$ cat src/shared/core_regs_pkg.sv
// Package: register map, field positions, reset values and carriers
// Summary of operation
// - ALU flag updates override a data write to Z, DC, C.
// - Software writes never change the time-out or power-down flags.
// - Clearing the status word gives 000u u1uu.
// - Bank select bit 5 picks the upper or lower half, resets to 0.
// - Time-out flag set by power-up, watchdog clear, sleep; cleared by time-out.
// - Carry and digit carry mean no borrow during subtraction.
// - Status and interrupt control words appear in both banks.
// - Interrupt flags set on events whatever the enables say; port change only on pins enabled in the pin mask.
// - A request to the core needs the global enable.
// - Peripheral sources also need the peripheral enable.
// - Interrupt control word holds five enables and three flags, resets 0.
// - Port change and external pin events set their flags.
// - Interrupt flags stay set until software clears them.
// - Peripheral enables at bits 7, 6, 3, 0, others read 0.
// - Peripheral flags share the enable positions and reset to 0.
// - Power-on flag at bit 1 cleared by power-on reset, set by software.
// - Brown-out flag at bit 0 cleared on brown-out until software sets it.
// - Reset-cause and status flags together tell the reset source apart.
// - Oscillator trim in bits 7:2, resets to centre code 100000.
// - Timer 0 runs unscaled when prescaler assign bit is set.
`default_nettype none
package core_regs_pkg;
  localparam logic [7:0] ADDR_STATUS = 8'h03;
  localparam logic [7:0] ADDR_INTCTL = 8'h0B;
  localparam logic [7:0] ADDR_PFLAGS = 8'h0C;
  localparam logic [7:0] ADDR_OPTION = 8'h81;
  localparam logic [7:0] ADDR_PENABLE = 8'h8C;
  localparam logic [7:0] ADDR_RCAUSE = 8'h8E;
  localparam logic [7:0] ADDR_TRIM = 8'h90;
  localparam logic [7:0] ADDR_PINMASK = 8'h96;
  localparam int C_BIT = 0;
  localparam int DC_BIT = 1;
  localparam int Z_BIT = 2;
  localparam int PD_BIT = 3;
  localparam int TO_BIT = 4;
  localparam int BANK_BIT = 5;
  localparam int PCF_BIT = 0;
  localparam int EXF_BIT = 1;
  localparam int T0F_BIT = 2;
  localparam int T0E_BIT = 5;
  localparam int PERIPHERAL_IRQ_ENABLE_BIT = 6;
  localparam int GIE_BIT = 7;
  localparam int T1_BIT = 0;
  localparam int CM_BIT = 3;
  localparam int AD_BIT = 6;
  localparam int NV_BIT = 7;
  localparam int BOD_BIT = 0;
  localparam int POR_BIT = 1;
  localparam int PSA_BIT = 3;
  localparam int TRIM_LSB = 2;
  localparam logic [7:0] STATUS_WR_MASK = 8'hE7;
  localparam logic [7:0] PERIPH_MASK = 8'hC9;
  localparam logic [7:0] RCAUSE_MASK = 8'h03;
  localparam logic [7:0] TRIM_MASK = 8'hFC;
  localparam logic [7:0] PINMASK_MASK = 8'h3F;
  localparam logic [7:0] STATUS_RST = 8'h18;
  localparam logic [7:0] INTCTL_RST = 8'h00;
  localparam logic [7:0] PERIPH_RST = 8'h00;
  localparam logic [7:0] OPTION_RST = 8'hFF;
  localparam logic [7:0] TRIM_RST = 8'h80;
  localparam logic [7:0] PINMASK_RST = 8'h00;
  localparam logic [7:0] RCAUSE_POR = 8'h01;

  // ALU result and which flags the instruction touches
  typedef struct packed {
    logic upd_z;
    logic upd_c;
    logic upd_dc;
    logic sub;
    logic carry;
    logic dcarry;
    logic [7:0] result;
  } alu_s;

  // One-cycle event pulses from core and peripherals
  typedef struct packed {
    logic t0_ovf;
    logic ext_pin;
    logic nv_done;
    logic conv_done;
    logic comp_change;
    logic t1_ovf;
    logic wdt_timeout;
    logic watchdog_clear_instr;
    logic sleep;
    logic brownout;
  } events_s;

  typedef struct packed {
    logic [7:0] status;
    logic [7:0] intctl;
    logic [7:0] pflags;
    logic [7:0] penable;
    logic [7:0] option;
    logic [7:0] rcause;
    logic [7:0] trim;
    logic [7:0] pinmask;
    logic [5:0] pin_sync1;
    logic [5:0] pin_sync2;
    logic [5:0] pin_ref;
    logic [7:0] rdata;
  } state_s;
endpackage
`default_nettype wire

$ cat src/hw/core_status_interrupt_regs.sv
// Core status, interrupt, reset-cause and trim register bank
//
// Design decision made here: strobed register access.
`default_nettype none
module core_status_interrupt_regs (
  // Clock and reset
  input wire logic mclk,
  input wire logic rst,
  input wire logic por_reset,
  // Register port
  input wire logic [7:0] addr,
  input wire logic [7:0] wdata,
  input wire logic wr,
  input wire logic rd,
  output logic [7:0] rdata,
  // Core side
  input wire core_regs_pkg::alu_s alu,
  input wire core_regs_pkg::events_s ev,
  input wire logic [6:0] direct_offset,
  output logic [7:0] direct_data_addr,
  output logic irq_request,
  // Configuration outputs
  output logic bank_select_bit,
  output logic prescaler_assign_bit,
  output logic timer0_unscaled,
  output logic [5:0] osc_trim_code,
  // Port pins, asynchronous
  input wire logic [5:0] port_pins
);

  core_regs_pkg::state_s s;
  core_regs_pkg::state_s next_s;
  logic core_src;
  logic periph_src;
  logic [5:0] pin_diff;

  // Status and interrupt control are decoded in both banks
  function automatic logic hit_mirror(input logic [7:0] a,
                                      input logic [7:0] off);
    hit_mirror = (a[6:0] == off[6:0]);
  endfunction

  // Read mux; unmapped addresses and unused bits return 0
  function automatic logic [7:0] read_reg(input core_regs_pkg::state_s st,
                                          input logic [7:0] a);
    logic [7:0] v;
    v = 8'h00;
    if (hit_mirror(a, core_regs_pkg::ADDR_STATUS)) begin
      v = st.status;
    end else if (hit_mirror(a, core_regs_pkg::ADDR_INTCTL)) begin
      v = st.intctl;
    end else begin
      case (a)
        core_regs_pkg::ADDR_PFLAGS: v = st.pflags;
        core_regs_pkg::ADDR_PENABLE: v = st.penable;
        core_regs_pkg::ADDR_OPTION: v = st.option;
        core_regs_pkg::ADDR_RCAUSE: v = st.rcause;
        core_regs_pkg::ADDR_TRIM: v = st.trim;
        core_regs_pkg::ADDR_PINMASK: v = st.pinmask;
        default: v = 8'h00;
      endcase
    end
    read_reg = v;
  endfunction

  // Interrupt gating, all from registered state
  assign core_src = (s.intctl[core_regs_pkg::T0E_BIT]
                     & s.intctl[core_regs_pkg::T0F_BIT])
                  | |(s.intctl[4:3] & s.intctl[1:0]);
  assign periph_src = s.intctl[core_regs_pkg::PERIPHERAL_IRQ_ENABLE_BIT]
                    & |(s.penable & s.pflags);
  assign irq_request = s.intctl[core_regs_pkg::GIE_BIT]
                     & (core_src | periph_src);

  // Only the second synchroniser stage and its delayed copy are compared
  assign pin_diff = (s.pin_sync2 ^ s.pin_ref) & s.pinmask[5:0];

  // Outputs
  assign rdata = s.rdata;
  assign bank_select_bit = s.status[core_regs_pkg::BANK_BIT];
  assign direct_data_addr = {s.status[core_regs_pkg::BANK_BIT],
                             direct_offset};
  assign prescaler_assign_bit = s.option[core_regs_pkg::PSA_BIT];
  assign timer0_unscaled = s.option[core_regs_pkg::PSA_BIT];
  assign osc_trim_code = s.trim[7:core_regs_pkg::TRIM_LSB];

  // Next-state logic: write first, then hardware, so events win over clears
  always_comb begin
    next_s = s;
    next_s.rdata = 8'h00;
    next_s.pin_sync1 = port_pins;
    next_s.pin_sync2 = s.pin_sync1;
    next_s.pin_ref = s.pin_sync2;
    // Time-out and power-down are outside the write mask
    if (wr && hit_mirror(addr, core_regs_pkg::ADDR_STATUS)) begin
      next_s.status = (s.status & ~core_regs_pkg::STATUS_WR_MASK)
                    | (wdata & core_regs_pkg::STATUS_WR_MASK);
      // A flag-setting instruction blocks the write to all three ALU
      // flags, so a clear of status leaves carry and digit carry alone
      if (alu.upd_z || alu.upd_c || alu.upd_dc) begin
        next_s.status[2:0] = s.status[2:0];
      end
    end
    // ALU flags override the data write of the same instruction
    if (alu.upd_z) begin
      next_s.status[core_regs_pkg::Z_BIT] =
        (alu.result == 8'h00);
    end
    if (alu.upd_c) begin
      next_s.status[core_regs_pkg::C_BIT] =
        alu.carry ^ alu.sub;
    end
    if (alu.upd_dc) begin
      next_s.status[core_regs_pkg::DC_BIT] =
        alu.dcarry ^ alu.sub;
    end
    // Watchdog and sleep events; a time-out beats a same-cycle set
    if (ev.watchdog_clear_instr) begin
      next_s.status[core_regs_pkg::TO_BIT] = 1'b1;
      next_s.status[core_regs_pkg::PD_BIT] = 1'b1;
    end
    if (ev.sleep) begin
      next_s.status[core_regs_pkg::TO_BIT] = 1'b1;
      next_s.status[core_regs_pkg::PD_BIT] = 1'b0;
    end
    if (ev.wdt_timeout) begin
      next_s.status[core_regs_pkg::TO_BIT] = 1'b0;
    end
    // Interrupt control: stored as written, then events OR in
    if (wr && hit_mirror(addr, core_regs_pkg::ADDR_INTCTL)) begin
      next_s.intctl = wdata;
    end
    next_s.intctl[core_regs_pkg::T0F_BIT] =
      next_s.intctl[core_regs_pkg::T0F_BIT] | ev.t0_ovf;
    next_s.intctl[core_regs_pkg::EXF_BIT] =
      next_s.intctl[core_regs_pkg::EXF_BIT] | ev.ext_pin;
    next_s.intctl[core_regs_pkg::PCF_BIT] =
      next_s.intctl[core_regs_pkg::PCF_BIT] | (|pin_diff);
    // Peripheral flags share the enable layout
    if (wr && addr == core_regs_pkg::ADDR_PFLAGS) begin
      next_s.pflags = wdata & core_regs_pkg::PERIPH_MASK;
    end
    next_s.pflags[core_regs_pkg::NV_BIT] =
      next_s.pflags[core_regs_pkg::NV_BIT] | ev.nv_done;
    next_s.pflags[core_regs_pkg::AD_BIT] =
      next_s.pflags[core_regs_pkg::AD_BIT] | ev.conv_done;
    next_s.pflags[core_regs_pkg::CM_BIT] =
      next_s.pflags[core_regs_pkg::CM_BIT] | ev.comp_change;
    next_s.pflags[core_regs_pkg::T1_BIT] =
      next_s.pflags[core_regs_pkg::T1_BIT] | ev.t1_ovf;
    if (wr && addr == core_regs_pkg::ADDR_PENABLE) begin
      next_s.penable = wdata & core_regs_pkg::PERIPH_MASK;
    end
    if (wr && addr == core_regs_pkg::ADDR_OPTION) begin
      next_s.option = wdata;
    end
    if (wr && addr == core_regs_pkg::ADDR_TRIM) begin
      next_s.trim = wdata & core_regs_pkg::TRIM_MASK;
    end
    if (wr && addr == core_regs_pkg::ADDR_PINMASK) begin
      next_s.pinmask = wdata & core_regs_pkg::PINMASK_MASK;
    end
    // Reset cause: software sets, brown-out clears and wins
    if (wr && addr == core_regs_pkg::ADDR_RCAUSE) begin
      next_s.rcause = wdata & core_regs_pkg::RCAUSE_MASK;
    end
    if (ev.brownout) begin
      next_s.rcause[core_regs_pkg::BOD_BIT] = 1'b0;
    end
    if (rd) begin
      next_s.rdata = read_reg(s, addr);
    end
    // Synchronous reset; only a power-on reset or a brown-out touches the cause flags,
    // so watchdog and external resets stay tellable apart
    if (rst) begin
      next_s.status = (s.status & 8'h18) | (core_regs_pkg::STATUS_RST
                      & ~8'h18);
      next_s.intctl = core_regs_pkg::INTCTL_RST;
      next_s.pflags = core_regs_pkg::PERIPH_RST;
      next_s.penable = core_regs_pkg::PERIPH_RST;
      next_s.option = core_regs_pkg::OPTION_RST;
      next_s.trim = core_regs_pkg::TRIM_RST;
      next_s.pinmask = core_regs_pkg::PINMASK_RST;
      next_s.pin_ref = s.pin_sync2;
      next_s.rdata = 8'h00;
      if (por_reset) begin
        next_s.status[4:3] = core_regs_pkg::STATUS_RST[4:3];
        next_s.rcause = core_regs_pkg::RCAUSE_POR;
      end
      if (ev.brownout) begin
        next_s.rcause[core_regs_pkg::BOD_BIT] = 1'b0;
      end
    end
  end

  // Single state register
  always_ff @(posedge mclk) begin
    s <= next_s;
  end

  // Helper: whether a status write stayed clear of flag events
  logic quiet_wr;
  assign quiet_wr = wr && hit_mirror(addr, core_regs_pkg::ADDR_STATUS)
                  && !ev.watchdog_clear_instr && !ev.sleep && !ev.wdt_timeout;
endmodule
`default_nettype wire

$ cat config.mk
export PLATFORM = sky130hd
export DESIGN_NAME = core_status_interrupt_regs
export DESIGN_NICKNAME = d
export VERILOG_FILES = /design/src/shared/core_regs_pkg.sv /design/src/hw/core_status_interrupt_regs.sv
export SDC_FILE = /design/constraint.sdc
export NUM_CORES = 1
export LEC_CHECK = 0
export ABC_AREA = 1
export BUFFER_PORTS_ARGS = -buffer_cell sky130_fd_sc_hd__buf_2
export CAP_MARGIN = 20
export CORE_UTILIZATION = 57
export DETAILED_ROUTE_END_ITERATION = 12
export GPL_TIMING_DRIVEN = 0
export MAX_ROUTING_LAYER = met4
export PLACE_DENSITY = 0.88
export SLEW_MARGIN = 20
export SYNTH_ARGS = -nofsm -noshare
export SYNTH_HDL_FRONTEND = slang
export SYNTH_SLANG_ARGS = --single-unit
$ cat constraint.sdc
create_clock -name mclk -period 3.3 [get_ports mclk]
set_input_delay 0.825 -clock mclk [delete_from_list [all_inputs] [get_ports mclk]]
set_output_delay 0.825 -clock mclk [all_outputs]
set_load 0.02 [all_outputs]
==> summary.md <==
| Metric | Value |
|---|---|
| Initial antenna violation count | 0 |
| Synthesized area per cell | 7.316 um^2 |
| Wire length after detailed routing | 9034 um |
| Global-route wire length before repair | 14180 um |
| TritonCTS clock tree | done |
| Biggest area contributors in the synthesized netlist | dfxtp_1 44%, nand2_1 9.1%, nand3_1 8.2%, o21ai_0 6.3%, inv_1 6.2% |
| Detailed placer's ending HPWL | 6641 um |
| Core Box Area | 5921 um^2 |
| Largest net degree at the start of global routing | 18 |
| All-Layer GR Usage | 0.3014 |
| Total number of clock tree sinks | 78 |
| Number of vias in the routed layout | 3543 |
| Sequential area share after synthesis | 0.4522 |
| Critical register-to-register path endpoint | s[74] |
| FF-to-FF setup slack | 2.23 ns |
| Worst r2r src | s[31] |
| Count of routing violations after the opening detailed-route iteration | 427 |
| Clock-pin slew reported for the worst setup and hold paths after clock tree synthesis | 0.09 ns |
| Master cell of the clock root buffer | clkbuf_8 |
| Final standard cell utilization of the core | 0.7037 |
| Dominant synthesized flop cell | dfxtp_1 |
| Post-layout nets | 623 |
| DIE HEIGHT | 80.33 um |
| Hold-fix buffer count after cts | 0 |
| Achievable Freq | 447.4 MHz |
| RSZ-0062 raised after global routing | no |
| Fraction of registers with async set or reset after synthesis | 0 |
| Storage element area | 1582 um^2 |
| Cell area after synthesis | 3497 um^2 |
| Summed negative setup slack over all endpoints | 0 ns |
| Number of endpoints with negative hold slack in the final report | 0 |
| Cell types with the highest counts after synthesis | 85 x nand2_1, 76 x dfxtp_1, 58 x inv_1, 57 x nand3_1, 52 x nor2_1 |
| Final GP Congestion | 0.9741 |
| Post-synth top area share | 0.4351 |
| Final setup violation count | 0 |
| Later-pin clock latency in the skew report | 0.37 ns |
| End of the critical path | irq_request |
| Slew at the pin with the worst max-slew slack | 0.5158 ns |
| Area taken by multi-input logic gates | 1450 um^2 |
| Cell-internal power | 1.323 mW |
| First element of the critical path | s[75] |
| Number of nets in the synthesized netlist | 536 |
| Part of the total power dissipated in the clock network | 0.383 |
| Fin crit period | 2.235 ns |
| Sequential share of power | 0.536 |
| # port buffers | 76 |
| Layout cells sized above 1 | 0.2439 |
| Net switching power of the design | 0.5093 mW |
| Count of buffers added by post-CTS timing repair for setup | 0 |
| CP Launch Type | flop |
| Crit path DAT | 1.41 ns |
| Max-capacitance violation count | 0 |
| # H-tree levels | 3 |
| Antenna diode instance count | 0 |
| Fill count | 516 |
| VDD IR-drop max | 0.0003491 V |
| Via count of the first global-routing pass | 3085 |
| Starting density of the core | 0.5907 |
| Area delta synth->final | 19.14% |
| Critical Path End Type | output pin |
| Combinational Power Share | 0.081 |
| Skew final | 0.01440 ns |
| Horizontal extent of the die | 80.33 um |
| Relative slew slack | 0.6561 |
| Worst-case clock buffer depth | 2 |
| Die Area | 6452 um^2 |
| Static power due to leakage | 2.057 nW |
| Placement Rows | 28 |
| Reg2Reg Depth | 8 |
| Number of slew-limit violations in the final report | 0 |
| Number of library cell types mapped by synthesis | 28 |
| Power density over the cells | 439.6 nW/um^2 |
| CP Class | flop to output pin |
| Initial DRT Pass Iterations | 7 |
| Post-CTS resize count | 0 |
| Overflow left after global routing | 0 |
| Post-route DRC violation count | 0 |
| Classification of the worst-slack hold path | flop to flop |
| Top-count cell post-synth | nand2_1 |
| Synthesized instance count | 478 |
| Number of synthesis warnings | 0 |
| Period utilization | 0.6774 |
| Status | finished, final reports clean |
| FF+latch count, synth | 78 |
| Post-detailed-route wirelength per cell | 14.01 um |
| Required time of the worst setup path | 2.47 ns |
| Sw Ratio | 0.2780 |
| Remaining number of nets flagged by the antenna check after routing | 0 |
| IO Pins | 84 |
| Cts bufs inserted | 9 |
| CP Max Fanout | 2 |
| Number of enable flip-flop cells after synthesis | 2 |
| Top cell type by total area after synthesis | dfxtp_1 |
| Drt via density | 5.493 |
## critical path: stages (launching register included)
cell	delay, ns
dfxtp_1	0.36
inv_1	0.08
o21ai_0	0.16
a21oi_1	0.09
a21oi_1	0.18
buf_2	0.18
## power by group through the flow
stage / logic (mW) / registers (mW) / clock network, mW
final: 0.148 / 0.982 / 0.701
after global routing: 0.163 / 0.985 / 0.739
after CTS: 0.146 / 0.982 / 0.703
after floorplan: 0.0798 / 1.00 / 0
after detailed placement: 0.144 / 1.00 / 0
after global placement: 0.140 / 1.00 / 0
## layout make-up
type,count,share of cell area
Timing Repair Buffer,76,0.09129
Clock buffer,9,0.02973
Clock inverter,7,0.01712
Inverter,62,0.05586
Buffer,34,0.05586
Tap cell,75,0.02252
Multi-Input combinational cell,304,0.3480
Sequential cell,78,0.3796
## metal layers
metal | global-route usage | part of all wire | wire length, um
met5 | - | 0 | 0
met4 | 0.1125 | 0.025 | 225
met3 | 0.06250 | 0.10 | 936
met2 | 0.5009 | 0.48 | 4360
met1 | 0.3597 | 0.39 | 3511
## cells by family (layout without fill, tap and decap cells)
family                 Yosys count  count (layout)  synth area share
XOR/XNOR                         1               1          0.002505
buffers and inverters           96             188            0.1331
AO/OA/AOI/OAI                   93              93            0.1410
AND/OR/NAND/NOR                210             210            0.2712
flip-flops                      78              78            0.4522
## cells in the final DEF, fill, tap and decap left out, types with 4 or more instances in the layout
cell,netlist,final
a21oi_1,35,35
a31oi_1,7,7
buf_2,6,82
buf_4,24,24
clkbuf_8,0,9
dfxtp_1,76,76
inv_1,58,58
inv_6,0,5
nand2_1,85,85
nand3_1,57,57
nor2_1,52,52
nor2_4,4,4
o21ai_0,44,44
## flip-flops by register name, summed over array words and instances, names as in the netlist
register	cells
bank_select_bit	1
next_s	6
osc_trim_code	6
prescaler_assign_bit	1
rdata	8
s	56
## worst min path at each step
| stage | from | to | slack, ns | cells past startpoint |
|---|---|---|---|---|
| 6_report | next_s[14] | s[14] | 0.33 | 0 |
| 5_1_grt | next_s[15] | s[15] | 0.34 | 0 |
| 4_1_cts | next_s[14] | s[14] | 0.34 | 0 |
| 3_5_place_dp | next_s[14] | s[14] | 0.31 | 0 |
| 3_3_place_gp | next_s[17] | s[17] | 0.31 | 0 |
| 2_1_floorplan | next_s[14] | s[14] | 0.31 | 0 |
## through the flow
stage          cells  cell area [um^2]  hold WS [ns]  power [mW]  worst slack, ns
2_1_floorplan    478              3497        0.3096       1.079            1.495
3_3_place_gp     629              3971        0.3109       1.143            1.183
3_5_place_dp     629              3971        0.3138       1.148            1.045
4_1_cts          645              4167        0.3352       1.830            1.083
5_1_grt          645              4167        0.3415       1.887            1.029
6_report         645              4167        0.3323       1.832            1.065
Note: power is estimated with default switching activity, not from simulation.
